--- src/shared/aemac_regs.vh ---
// Purpose: Constants for the address extension and MAC unit
// Assumes: 200 MHz core clock
// Notes:   Offsets index the plain register port
`ifndef AEMAC_REGS_VH
`define AEMAC_REGS_VH
// =====================================================
// Register offsets
`define AEMAC_OFF_KPACK    4'h0
`define AEMAC_OFF_STACKK   4'h1
`define AEMAC_OFF_CCR      4'h2
`define AEMAC_OFF_MASK     4'h3
`define AEMAC_OFF_XPTR     4'h4
`define AEMAC_OFF_YPTR     4'h5
`define AEMAC_OFF_ACCLO    4'h6
`define AEMAC_OFF_ACCHI    4'h7
`define AEMAC_OFF_STATUS   4'h8
// =====================================================
// Field positions
`define AEMAC_KP_X_LSB     12
`define AEMAC_KP_Y_LSB     8
`define AEMAC_KP_Z_LSB     4
`define AEMAC_KP_E_LSB     0
`define AEMAC_CCR_SM_BIT   4
`define AEMAC_CCR_EV_BIT   5
`define AEMAC_CCR_MV_BIT   6
// =====================================================
// Reset values
`define AEMAC_RST_NIB      4'h0
`define AEMAC_RST_WORD     16'h0000
`define AEMAC_RST_ACC      36'h000000000
// =====================================================
// Selectors and constants
`define AEMAC_SEL_X        3'h0
`define AEMAC_SEL_Y        3'h1
`define AEMAC_SEL_Z        3'h2
`define AEMAC_SEL_E        3'h3
`define AEMAC_SEL_S        3'h4
`define AEMAC_SAT_POS      16'h7fff
`define AEMAC_SAT_NEG      16'h8000
`define AEMAC_MAC_NS       60
`define AEMAC_CLK_NS       5
`define AEMAC_MAC_CYC      (`AEMAC_MAC_NS / `AEMAC_CLK_NS)
`endif

--- src/verilog/aemac_modptr.v ---
// Purpose: Modulo pointer step for the MAC index pointers
// Assumes: Table aligned to its mask-defined size
// Notes:   Zero mask leaves the pointer unrestricted
`timescale 1ns/10ps
module aemac_modptr
(
  input  wire [15:0] ptr,
  input  wire [7:0]  mask,
  input  wire [4:0]  step,
  output wire [15:0] next_ptr
);
  wire [15:0] sum;
  wire [15:0] wmask;
  wire [7:0]  fill;
  // =====================================================
  // Wrap mask from highest set bit
  genvar i;
  generate
    for (i = 0; i < 8; i = i + 1)
    begin : g_fill
      assign fill[i] = |mask[7:i];
    end
  endgenerate
  assign wmask    = (mask == 8'h00) ? 16'hffff : {8'h00, fill};
  assign sum      = ptr + {{11{step[4]}}, step};
  assign next_ptr = (ptr & ~wmask) | (sum & wmask);
endmodule

--- src/verilog/aemac_core.v ---
// Purpose: Address extension banks and multiply-accumulate datapath
// Assumes: Decoder pulses one command per cycle; memory answers at once
// Notes:   Registers reached over a plain address/strobe port
//
// The register addresses and the plain strobed port are this design's own decisions.
`timescale 1ns/10ps
`include "aemac_regs.vh"
module aemac_core
(
  input  wire        clk,
  input  wire        rst_n,
  input  wire        ce,
  input  wire [3:0]  reg_addr,
  input  wire [15:0] reg_wdata,
  input  wire        reg_wr,
  input  wire        reg_rd,
  output reg  [15:0] reg_rdata,
  input  wire        pc_step,
  input  wire        stack_pull,
  input  wire [15:0] stack_ccr,
  input  wire [15:0] stack_pc,
  input  wire        b_to_bank_xfer,
  input  wire        bank_to_b_xfer,
  input  wire [2:0]  xfer_sel,
  input  wire [7:0]  acc_b,
  output reg  [7:0]  b_result,
  output reg         b_result_valid,
  input  wire        direct_req,
  input  wire [15:0] direct_addr,
  input  wire        ey_req,
  input  wire [15:0] acc_e,
  input  wire        ptr_req,
  input  wire [2:0]  ptr_sel,
  input  wire [15:0] ptr_ea,
  input  wire        mac_start,
  input  wire [4:0]  mac_x_step,
  input  wire [4:0]  mac_y_step,
  input  wire [15:0] mem_rdata,
  output reg  [19:0] mem_addr,
  output reg         mem_req,
  output reg         mem_prog,
  output reg  [19:0] prog_addr,
  output wire        mac_busy,
  output reg         mac_done
);
  reg  [3:0]  x_bank_ext;
  reg  [3:0]  y_bank_ext;
  reg  [3:0]  z_bank_ext;
  reg  [3:0]  pc_bank_ext;
  reg  [3:0]  stack_bank_ext;
  reg  [3:0]  acc_direct_bank_ext;
  reg  [15:0] pc;
  reg  [15:0] cond_code_reg;
  reg  [7:0]  x_modulo_mask;
  reg  [7:0]  y_modulo_mask;
  reg  [15:0] x_ptr;
  reg  [15:0] y_pointer;
  reg  [35:0] accum;
  reg         sign_latch;
  reg  [15:0] op_x;
  reg  [15:0] op_y;
  reg  [3:0]  mac_cnt;
  reg  [1:0]  state;
  wire [15:0] k_packed;
  wire [16:0] ey_sum;
  wire [15:0] next_x;
  wire [15:0] next_y;
  wire [31:0] product;
  wire [35:0] next_acc;
  wire        ovf31;
  wire        ovf35;
  wire        saturate_enable;
  wire        ext_overflow_flag;
  wire        accum_overflow_flag;
  localparam ST_IDLE = 2'h0;
  localparam ST_RDX  = 2'h1;
  localparam ST_RDY  = 2'h2;
  localparam ST_RUN  = 2'h3;
  // =====================================================
  // Extension select
  function [3:0] bank_of;
    input [2:0] sel;
    input [3:0] xk;
    input [3:0] yk;
    input [3:0] zk;
    input [3:0] ek;
    input [3:0] sk;
    begin
      case (sel)
        `AEMAC_SEL_X: bank_of = xk;
        `AEMAC_SEL_Y: bank_of = yk;
        `AEMAC_SEL_Z: bank_of = zk;
        `AEMAC_SEL_E: bank_of = ek;
        `AEMAC_SEL_S: bank_of = sk;
        default:      bank_of = 4'h0;
      endcase
    end
  endfunction
  // =====================================================
  // Combinational datapath
  assign k_packed = {x_bank_ext, y_bank_ext, z_bank_ext, acc_direct_bank_ext};
  assign ey_sum   = {1'b0, acc_e} + {1'b0, y_pointer};
  assign product  = $signed(op_x) * $signed(op_y);
  assign next_acc = accum + {{4{product[31]}}, product};
  assign ovf31    = (next_acc[35:31] != {5{next_acc[35]}});
  assign ovf35    = (accum[35] == product[31]) && (next_acc[35] != accum[35]);
  assign saturate_enable     = cond_code_reg[`AEMAC_CCR_SM_BIT];
  assign ext_overflow_flag   = cond_code_reg[`AEMAC_CCR_EV_BIT];
  assign accum_overflow_flag = cond_code_reg[`AEMAC_CCR_MV_BIT];
  assign mac_busy = (state != ST_IDLE);
  aemac_modptr u_modx
  (
    .ptr      (x_ptr),
    .mask     (x_modulo_mask),
    .step     (mac_x_step),
    .next_ptr (next_x)
  );
  aemac_modptr u_mody
  (
    .ptr      (y_pointer),
    .mask     (y_modulo_mask),
    .step     (mac_y_step),
    .next_ptr (next_y)
  );
  // =====================================================
  // Program counter and its extension
  always @(posedge clk)
  begin
    if (!rst_n)
    begin
      pc          <= `AEMAC_RST_WORD;
      pc_bank_ext <= `AEMAC_RST_NIB;
      prog_addr   <= 20'h00000;
    end
    else if (ce)
    begin
      if (stack_pull)
      begin
        pc          <= stack_pc;
        pc_bank_ext <= stack_ccr[3:0];
      end
      else if (pc_step)
        {pc_bank_ext, pc} <= {pc_bank_ext, pc} + 20'h00002;
      prog_addr <= {pc_bank_ext, pc};
    end
  end
  // =====================================================
  // Bank registers, masks, B transfer, bus answer
  always @(posedge clk)
  begin
    if (!rst_n)
    begin
      x_bank_ext          <= `AEMAC_RST_NIB;
      y_bank_ext          <= `AEMAC_RST_NIB;
      z_bank_ext          <= `AEMAC_RST_NIB;
      stack_bank_ext      <= `AEMAC_RST_NIB;
      acc_direct_bank_ext <= `AEMAC_RST_NIB;
      x_modulo_mask       <= 8'h00;
      y_modulo_mask       <= 8'h00;
      b_result            <= 8'h00;
      b_result_valid      <= 1'b0;
      reg_rdata           <= `AEMAC_RST_WORD;
    end
    else if (ce)
    begin
      b_result_valid <= bank_to_b_xfer;
      if (bank_to_b_xfer)
        b_result <= {4'h0, bank_of(xfer_sel, x_bank_ext, y_bank_ext, z_bank_ext,
                                   acc_direct_bank_ext, stack_bank_ext)};
      if (b_to_bank_xfer)
      begin
        case (xfer_sel)
          `AEMAC_SEL_X: x_bank_ext          <= acc_b[3:0];
          `AEMAC_SEL_Y: y_bank_ext          <= acc_b[3:0];
          `AEMAC_SEL_Z: z_bank_ext          <= acc_b[3:0];
          `AEMAC_SEL_E: acc_direct_bank_ext <= acc_b[3:0];
          `AEMAC_SEL_S: stack_bank_ext      <= acc_b[3:0];
          default:      stack_bank_ext      <= stack_bank_ext;
        endcase
      end
      else if (reg_wr && reg_addr == `AEMAC_OFF_KPACK)
      begin
        x_bank_ext          <= reg_wdata[`AEMAC_KP_X_LSB+3:`AEMAC_KP_X_LSB];
        y_bank_ext          <= reg_wdata[`AEMAC_KP_Y_LSB+3:`AEMAC_KP_Y_LSB];
        z_bank_ext          <= reg_wdata[`AEMAC_KP_Z_LSB+3:`AEMAC_KP_Z_LSB];
        acc_direct_bank_ext <= reg_wdata[`AEMAC_KP_E_LSB+3:`AEMAC_KP_E_LSB];
      end
      else if (reg_wr && reg_addr == `AEMAC_OFF_STACKK)
        stack_bank_ext <= reg_wdata[3:0];
      if (reg_wr && reg_addr == `AEMAC_OFF_MASK)
      begin
        x_modulo_mask <= reg_wdata[15:8];
        y_modulo_mask <= reg_wdata[7:0];
      end
      reg_rdata <= `AEMAC_RST_WORD;
      if (reg_rd)
      begin
        case (reg_addr)
          `AEMAC_OFF_KPACK:  reg_rdata <= k_packed;
          `AEMAC_OFF_STACKK: reg_rdata <= {12'h000, stack_bank_ext};
          `AEMAC_OFF_CCR:    reg_rdata <= {cond_code_reg[15:4], pc_bank_ext};
          `AEMAC_OFF_MASK:   reg_rdata <= {x_modulo_mask, y_modulo_mask};
          `AEMAC_OFF_XPTR:   reg_rdata <= x_ptr;
          `AEMAC_OFF_YPTR:   reg_rdata <= y_pointer;
          `AEMAC_OFF_ACCLO:  reg_rdata <= accum[15:0];
          `AEMAC_OFF_ACCHI:  reg_rdata <= accum[31:16];
          `AEMAC_OFF_STATUS: reg_rdata <= {11'h000, sign_latch, accum[35:32]};
          default:           reg_rdata <= `AEMAC_RST_WORD;
        endcase
      end
    end
  end
  // =====================================================
  // Memory address formation
  always @(posedge clk)
  begin
    if (!rst_n)
    begin
      mem_addr <= 20'h00000;
      mem_req  <= 1'b0;
      mem_prog <= 1'b0;
    end
    else if (ce)
    begin
      mem_req  <= 1'b0;
      mem_prog <= 1'b0;
      if (state == ST_RDX)
      begin
        mem_req  <= 1'b1;
        mem_addr <= {x_bank_ext, x_ptr};
      end
      else if (state == ST_RDY)
      begin
        mem_req  <= 1'b1;
        mem_addr <= {y_bank_ext, y_pointer};
      end
      else if (ey_req)
      begin
        mem_req  <= 1'b1;
        mem_addr <= {y_bank_ext + {3'h0, ey_sum[16]}, ey_sum[15:0]};
      end
      else if (direct_req)
      begin
        mem_req  <= 1'b1;
        mem_addr <= {acc_direct_bank_ext, direct_addr};
      end
      else if (ptr_req)
      begin
        mem_req  <= 1'b1;
        mem_addr <= {bank_of(ptr_sel, x_bank_ext, y_bank_ext, z_bank_ext,
                             acc_direct_bank_ext, stack_bank_ext), ptr_ea};
      end
      else if (pc_step)
      begin
        mem_req  <= 1'b1;
        mem_prog <= 1'b1;
        mem_addr <= {pc_bank_ext, pc};
      end
    end
  end
  // =====================================================
  // Multiply-accumulate sequencer
  always @(posedge clk)
  begin
    if (!rst_n)
    begin
      state         <= ST_IDLE;
      mac_cnt       <= 4'h0;
      mac_done      <= 1'b0;
      x_ptr         <= `AEMAC_RST_WORD;
      y_pointer     <= `AEMAC_RST_WORD;
      op_x          <= `AEMAC_RST_WORD;
      op_y          <= `AEMAC_RST_WORD;
      accum         <= `AEMAC_RST_ACC;
      sign_latch    <= 1'b0;
      cond_code_reg <= `AEMAC_RST_WORD;
    end
    else if (ce)
    begin
      mac_done <= 1'b0;
      if (reg_wr && reg_addr == `AEMAC_OFF_CCR)
        cond_code_reg <= {reg_wdata[15:4], 4'h0};
      if (reg_wr && reg_addr == `AEMAC_OFF_XPTR && state == ST_IDLE)
        x_ptr <= reg_wdata;
      if (reg_wr && reg_addr == `AEMAC_OFF_YPTR && state == ST_IDLE)
        y_pointer <= reg_wdata;
      if (reg_wr && reg_addr == `AEMAC_OFF_ACCLO && state == ST_IDLE)
        accum[15:0] <= reg_wdata;
      if (reg_wr && reg_addr == `AEMAC_OFF_ACCHI && state == ST_IDLE)
        accum[31:16] <= reg_wdata;
      case (state)
        ST_IDLE:
        begin
          if (mac_start)
          begin
            state   <= ST_RDX;
            mac_cnt <= 4'h0;
          end
        end
        ST_RDX:
        begin
          mac_cnt <= mac_cnt + 4'h1;
          state   <= ST_RDY;
        end
        ST_RDY:
        begin
          op_x    <= mem_rdata;
          mac_cnt <= mac_cnt + 4'h1;
          state   <= ST_RUN;
        end
        ST_RUN:
        begin
          if (mac_cnt == 4'h2)
            op_y <= mem_rdata;
          mac_cnt <= mac_cnt + 4'h1;
          if (mac_cnt == `AEMAC_MAC_CYC - 2)
          begin
            state     <= ST_IDLE;
            mac_done  <= 1'b1;
            x_ptr     <= next_x;
            y_pointer <= next_y;
            if (ovf31)
              cond_code_reg[`AEMAC_CCR_EV_BIT] <= 1'b1;
            if (ovf35)
            begin
              cond_code_reg[`AEMAC_CCR_MV_BIT] <= 1'b1;
              sign_latch <= accum[35];
            end
            if (saturate_enable && (ovf31 || ovf35 || ext_overflow_flag ||
                accum_overflow_flag))
              accum <= {{4{(ovf35 ? accum[35] : next_acc[35])}},
                        ((ovf35 ? accum[35] : next_acc[35]) ? `AEMAC_SAT_NEG
                        : `AEMAC_SAT_POS), next_acc[15:0]};
            else
              accum <= next_acc;
          end
        end
        default: state <= ST_IDLE;
      endcase
    end
  end
endmodule

--- config.mk ---
export PLATFORM = sky130hd
export DESIGN_NAME = aemac_core
export DESIGN_NICKNAME = d
export VERILOG_FILES = /design/src/verilog/aemac_modptr.v /design/src/verilog/aemac_core.v
export VERILOG_INCLUDE_DIRS = /design/src /design/src/shared
export SDC_FILE = /design/constraint.sdc
export NUM_CORES = 2
export LEC_CHECK = 0
export BUFFER_PORTS_ARGS = -buffer_cell sky130_fd_sc_hd__buf_2
export CORE_UTILIZATION = 60
export CTS_BUF_LIST = sky130_fd_sc_hd__clkbuf_16
export CTS_CLUSTER_DIAMETER = 150
export DETAILED_ROUTE_END_ITERATION = 16
export PLACE_DENSITY = 0.89
export SLEW_MARGIN = 10
export SYNTH_ARGS = -nofsm -noshare
export SYNTH_HDL_FRONTEND = slang
export SYNTH_HIERARCHICAL = 1
export SYNTH_SLANG_ARGS = --single-unit
--- constraint.sdc ---
create_clock -name clk -period 10.8 [get_ports clk]
set_input_delay 2.7 -clock clk [delete_from_list [all_inputs] [get_ports clk]]
set_output_delay 2.7 -clock clk [all_outputs]
set_load 0.02 [all_outputs]
After elaboration in Yosys (flattened, before gate mapping)
Cells that the tools add are included.

Flip-flop bits (word level): 239. Input port bits: 153. Output and inout bits: 69. Word-level logic and storage cells: 203.

Add/sub/neg operators: 7. Multiply operators: 1. Eq/ne operators: 32. Mux-type cells: 68. Bitwise gates (word level): 8. Reductions and logical operators: 59.

Operator list (number): $mux W16 (14); $pmux W16 S9 (1); $mux W20 (6); $mux W4 (19); $and A16 B16 Y16 (4); $mux W32 (2); $pmux W4 S5 (2); $add A36 B36 Y36 (1); $mux W36 (1); $add A16 B16 Y16 (2); $mul A16 B16 Y32 (1); $not A16 Y16 (2); $or A16 B16 Y16 (2); $reduce_and A3 Y1 (7); $add A20 B2 Y20 const B (1); $add A16 B16 Y17 (1); $eq A4 B3 Y1 const B (4); $logic_not A8 Y1 (2); $mux W1 (16); $reduce_or A8 Y1 (2); $logic_and A1 B1 Y1 (14); $reduce_and A2 Y1 (7); $reduce_or A7 Y1 (2); $eq A3 B2 Y1 const B (4); other kinds (30) (58).

Logic depth before layout (Yosys ltp)
Depth after elaboration: 11. Mapped depth: 44.

By module
Netlist, hierarchy kept.

Modules (own cells, without submodules): aemac_core (times used 1, cells an instance 2995, area each 24294.6 um^2, sequential area each 4784.6 um^2); aemac_modptr (times used 2, cells an instance 140, area each 1017.2 um^2, sequential area each 0.0 um^2).

Least setup slack after synthesis
Ideal clock, no wire load.

Kind: reg-to-reg. From: register op_y[7]. To: register accum[20]. Library setup time: 0.115 ns. Data arrival time: 9.694 ns. Slack: 0.992 ns. Stages on the path, launching flop included: 45. Period minus slack after synthesis: 9.808 ns. Cell sequence: dfxtp_1 -> clkbuf_1 -> clkbuf_1 -> nand2_1 -> fa_1 -> inv_1 -> fa_1 -> inv_1 -> fa_1 -> inv_1 -> fa_1 -> fa_1 -> inv_1 -> fa_1 -> inv_1 -> ha_1 -> and4_1 -> o311a_1 -> (+9 left out) -> ha_1 -> o21ai_0 -> o21ai_0 -> a31o_2 -> a21oi_1 -> o21bai_1 -> o21a_1 -> o21a_1 -> nor2_1 -> fa_1 -> inv_1 -> o2111ai_1 -> nor4_2 -> mux2i_1 -> o41a_1 -> buf_2 -> a221o_1 -> o21a_1.

Longest elaborated chain between the ends: 11. Elaborated cells between the ends (all ways): 15. Classes of those cells: add/sub (1); mul (1); eq/ne (3); mux (5); reduce/logical (5).

Ends and longest elaborated chain: from (decl) (line aemac_core.v:61) `reg [15:0] op_y;`; from (signal assigned) (line aemac_core.v:273) `` op_y <= `AEMAC_RST_WORD; ``; from (signal assigned) (line aemac_core.v:314) `op_y <= mem_rdata;`; $mul A16 B16 Y32 * (line aemac_core.v:103) `assign product = $signed(op_x) * $signed(op_y);`; $add A36 B36 Y36 (line aemac_core.v:104) `assign next_acc = accum + {{4{product[31]}}, product};`; $ne A1 B1 Y1 (line aemac_core.v:106) `assign ovf35 = (accum[35] == product[31]) && (next_acc[35] != accum[35]);`; $logic_and A1 B1 Y1 (line aemac_core.v:106); $logic_or A1 B1 Y1 (3 in a row) (line aemac_core.v:329) `if (saturate_enable && (ovf31 || ovf35 || ext_overflow_flag ||`; $logic_and A1 B1 Y1 (line aemac_core.v:329); $mux W36 * (line aemac_core.v:329); $mux W32 * (line aemac_core.v:316) `` if (mac_cnt == `AEMAC_MAC_CYC - 2) ``; $mux W32 * (line aemac_core.v:291) `case (state)`; to (signal assigned) (line aemac_core.v:290) `accum[31:16] <= reg_wdata;`; to (signal assigned) (line aemac_core.v:331) `accum <= {{4{(ovf35 ? accum[35] : next_acc[35])}},`; to (signal assigned) (line aemac_core.v:335) `accum <= next_acc;`; to (decl) (line aemac_core.v:58) `reg [35:0] accum;`.

Mark *: on every way between the ends. The rest lies on a longest branch, timed or not. A chain may end at the register's enable or synchronous reset.

Worst setup path in the final report
From: register op_x[3]. To: register accum[20].

Longest elaborated chain between the ends: 11. Elaborated cells between the ends (all ways): 15. Classes of those cells: add/sub (1); mul (1); eq/ne (3); mux (5); reduce/logical (5).

Ends and longest elaborated chain: from (decl) (line aemac_core.v:60) `reg [15:0] op_x;`; from (signal assigned) (line aemac_core.v:272) `` op_x <= `AEMAC_RST_WORD; ``; from (signal assigned) (line aemac_core.v:307) `op_x <= mem_rdata;`; $mul A16 B16 Y32 * (line aemac_core.v:103); $add A36 B36 Y36 (line aemac_core.v:104); $ne A1 B1 Y1 (line aemac_core.v:106); $logic_and A1 B1 Y1 (line aemac_core.v:106); $logic_or A1 B1 Y1 (3 in a row) (line aemac_core.v:329); $logic_and A1 B1 Y1 (line aemac_core.v:329); $mux W36 * (line aemac_core.v:329); $mux W32 * (line aemac_core.v:316); $mux W32 * (line aemac_core.v:291).

Marked as above.

==> reports/results.txt <==
Post-placement cell area = 27730 um2
Outcome = finished clean
DR WL/cell = 20.07 um
GR Util met1 = 46.06%
Global-route wire length before repair = 127200 um
Worst-Skew Late Latency = 0.58 ns
Layout cells sized above 1 = 10.43%
Final setup TNS = 0 ns
Layout Cells excl Fill = 3986
RD Place Congestion = 1.008
Total wire length = 80000 um
Die X = 211.5 um
Longest Clk Path Bufs = 3
Register area = 4792 um2
Pleak = 13.21 nW
Clock transition at path regs = 0.07 ns
Seq pwr share = 43.4%
Grt ovf = 0
Initial Util = 60.99%
Fillers = 3478
Crit path kind = register to register
Layout area overhead = 8.587%
Layer carrying the most global-route usage = met2
Placed insts = 3930
#FFs+latches synth = 239
Top Family by Delay on Critical Path = adder cells
Clk_skew = 0.01453 ns
Vias = 24.95k
DRC = 0
# rows = 76
RSZ-0062 raised after global routing = false
Worst EP required = 11.28 ns
Core ar. = 43170 um2
Critical path endpoint category = register
Arrival time of the worst setup path = 10.79 ns
CP Launch Type = register
Max_cap viols = 0
Global Route met2 Usage = 56.42%
Vias in the first global route = 24.13k
Pint = 1.498 mW
Detailed placer's ending HPWL = 61350 um
Clk sink count = 239
CTS tree = done
Syn Std Cell Area = 26330 um2
Max Slew Vio Count = 0
Max-slew headroom = 15.39%
Final setup vio count = 0
Hold_buf cts = 0
Antenna-violating nets left = 0
Met3 GRT Util = 10.15%
Highest clock rate = 97.01 MHz
Logic pwr share = 15.1%
VDD IR-drop max = 0.1029 mV
Regs by FF count = accum (36), mem_addr (20), prog_addr (20)
1st-pass router iterations = 10
Post-layout nets = 3968
Slowest stage delay, CP = 0.69 ns
Post-synth EDFFs = 0
Biggest register = accum
Asr flop ratio synth = 0%
Sw Pwr = 664.6 uW
CP max FO = 24
CP most frequent cell = fa_1
Syn avg cell area = 8.039 um2
CP max stage cell = dfxtp_1
Cells after synthesis = 3275
Htree depth = 1
CTS Root Cell = clkbuf_16
Sequential cell area fraction in the yosys report = 18.17%
Via density per instance = 6.258
Number of buffers added on ports = 201
Largest net degree at the start of global routing = 94
Multi-input logic area = 19490 um2
Synth Flop Type = dfxtp_1
Num ports = 222
Final worst-path cycle share = 95.45%
Clock power share = 41.5%
Max reg flops = 36
WP buf/inv = 8
Sw Share = 30.73%
Final hold vios = 0
Design area = 28590 um2
Die Footprint = 44720 um2
Measured slew at the worst slew-check pin = 1.269 ns
CTS Buf Count = 27
Hold Path Class = register to register
Ys Warns = 6
DIE HEIGHT = 211.5 um
Initial drt markers = 2966
R2r setup slk = 0.49 ns
Fin crit period = 10.31 ns
PwrDens = 75.64 nW/um2
All-layer global routing usage = 36.02%
Initial antenna violation count = 6
Synth cell types = 91
-- cells by family after synthesis --
| group | count (synthesis) | share of synthesized area [%] |
|---|---|---|
| AO/OA/AOI/OAI | 805 | 19.30 |
| XOR/XNOR | 98 | 3.260 |
| adder cells (fa/ha/maj) | 441 | 28.57 |
| buffers and inverters | 543 | 7.936 |
| flip-flops | 239 | 18.17 |
| multiplexers | 112 | 4.519 |
| other | 1 | 0.01424 |
| AND/OR/NAND/NOR | 1036 | 18.22 |
-- Yosys cell counts (9+ instances only) --
| cell type | number | area, um2 |
|---|---|---|
| nand2b_1 | 29 | 181.4 |
| o21ai_1 | 19 | 95.09 |
| a31oi_1 | 48 | 300.3 |
| xnor2_1 | 67 | 586.8 |
| nor3_1 | 32 | 160.2 |
| nand2_1 | 398 | 1494 |
| a21o_1 | 27 | 202.7 |
| o22ai_1 | 26 | 162.7 |
| nand3_1 | 59 | 295.3 |
| o221ai_1 | 38 | 332.8 |
| nor2_1 | 272 | 1021 |
| mux2_2 | 11 | 123.9 |
| nor2b_1 | 15 | 93.84 |
| o31ai_1 | 9 | 67.56 |
| o21bai_1 | 12 | 90.09 |
| and3_1 | 25 | 156.4 |
| nand4_1 | 14 | 87.58 |
| xor2_1 | 31 | 271.5 |
| a211oi_1 | 25 | 187.7 |
| mux2i_1 | 93 | 930.9 |
| fa_1 | 267 | 5345 |
| buf_1 | 15 | 56.30 |
| a222oi_1 | 12 | 120.1 |
| o211ai_1 | 19 | 142.6 |
| a311oi_1 | 10 | 87.58 |
| ha_1 | 174 | 2177 |
| a21oi_1 | 315 | 1577 |
| o21ai_0 | 135 | 675.7 |
| inv_1 | 361 | 1355 |
| and2_1 | 128 | 800.8 |
| dfxtp_1 | 239 | 4785 |
| a22oi_1 | 14 | 105.1 |
| clkbuf_1 | 153 | 574.3 |
| or3_1 | 12 | 75.07 |
-- metrics by stage --
step	total power, mW	hold slack [ns]	util (%)	worst slack (ns)
after floorplan	1.156	0.4360	-	0.9917
after global placement	1.265	0.4433	64.22	0.5932
after detailed placement	1.270	0.4469	64.22	0.5175
after CTS	2.150	0.4551	66.14	0.4455
after global routing	2.221	0.4769	66.19	0.005202
final	2.163	0.4578	66.22	0.4915
-- worst register-to-register path: cells and delay by family (launching register included) --
kind	cells	cell delay [ns]
and+or+nand+nor	4	0.75
xor gates and xnor gates	1	0.09
DFF	1	0.69
muxes	1	0.13
AOI/OAI and AO/OA	20	3.88
adders and majority gates	9	3.93
buffers and inverters	8	0.75
-- placed cells by master (no fill, tap or decap), drive strengths merged, types with 31 or more instances in the layout --
cell type / n
a21oi: 320
a31oi: 51
and2: 129
buf: 248
dfxtp: 239
fa: 267
ha: 174
inv: 365
mux2i: 93
nand2: 398
nand3: 59
nor2: 272
nor3: 32
o21ai: 154
o221ai: 38
xnor2: 67
xor2: 31
-- path summary, 6_finish.rpt --
| check | depth (start not counted) | from | endpoint |
|---|---|---|---|
| max reg2reg | 43 | op_x[3] | accum[20] |
| min reg2reg | 2 | cond_code_reg[7] | cond_code_reg[7] |
| min | 2 | cond_code_reg[7] | cond_code_reg[7] |
| max | 43 | op_x[3] | accum[20] |
-- power groups by stage --
stage	sequential, mW	combinational (mW)	clock (mW)
5_1_grt	0.940	0.351	0.930
4_1_cts	0.937	0.317	0.897
3_5_place_dp	0.956	0.315	0
6_report	0.939	0.327	0.897
2_1_floorplan	0.953	0.203	0
3_3_place_gp	0.955	0.309	0
-- final cells by class --
cell class	count	share of cell area (%)
inverters	362	4.762
clock inverters	21	0.5295
repair buffers	248	4.797
well taps	585	2.560
flip-flops and latches	239	16.76
diodes	8	0.07002
multi-input cells	2496	68.16
clock buffers	27	2.363
-- metal layers --
metal  vias up  wire length [um]  part of all wire (%)
met5         -                31                 0.039
met4         4              4299                   5.4
met3       339             10090                    13
met2      1495             35540                    44
met1     11780             30030                    38
li1      11320                 -                     -
-- timing repair --
item | in CTS | in global routing
endpoints found under the setup margin | 0 | 10
setup buffers | 0 | 0
resized for setup | 0 | 6
(Power assumes the default switching activity.)
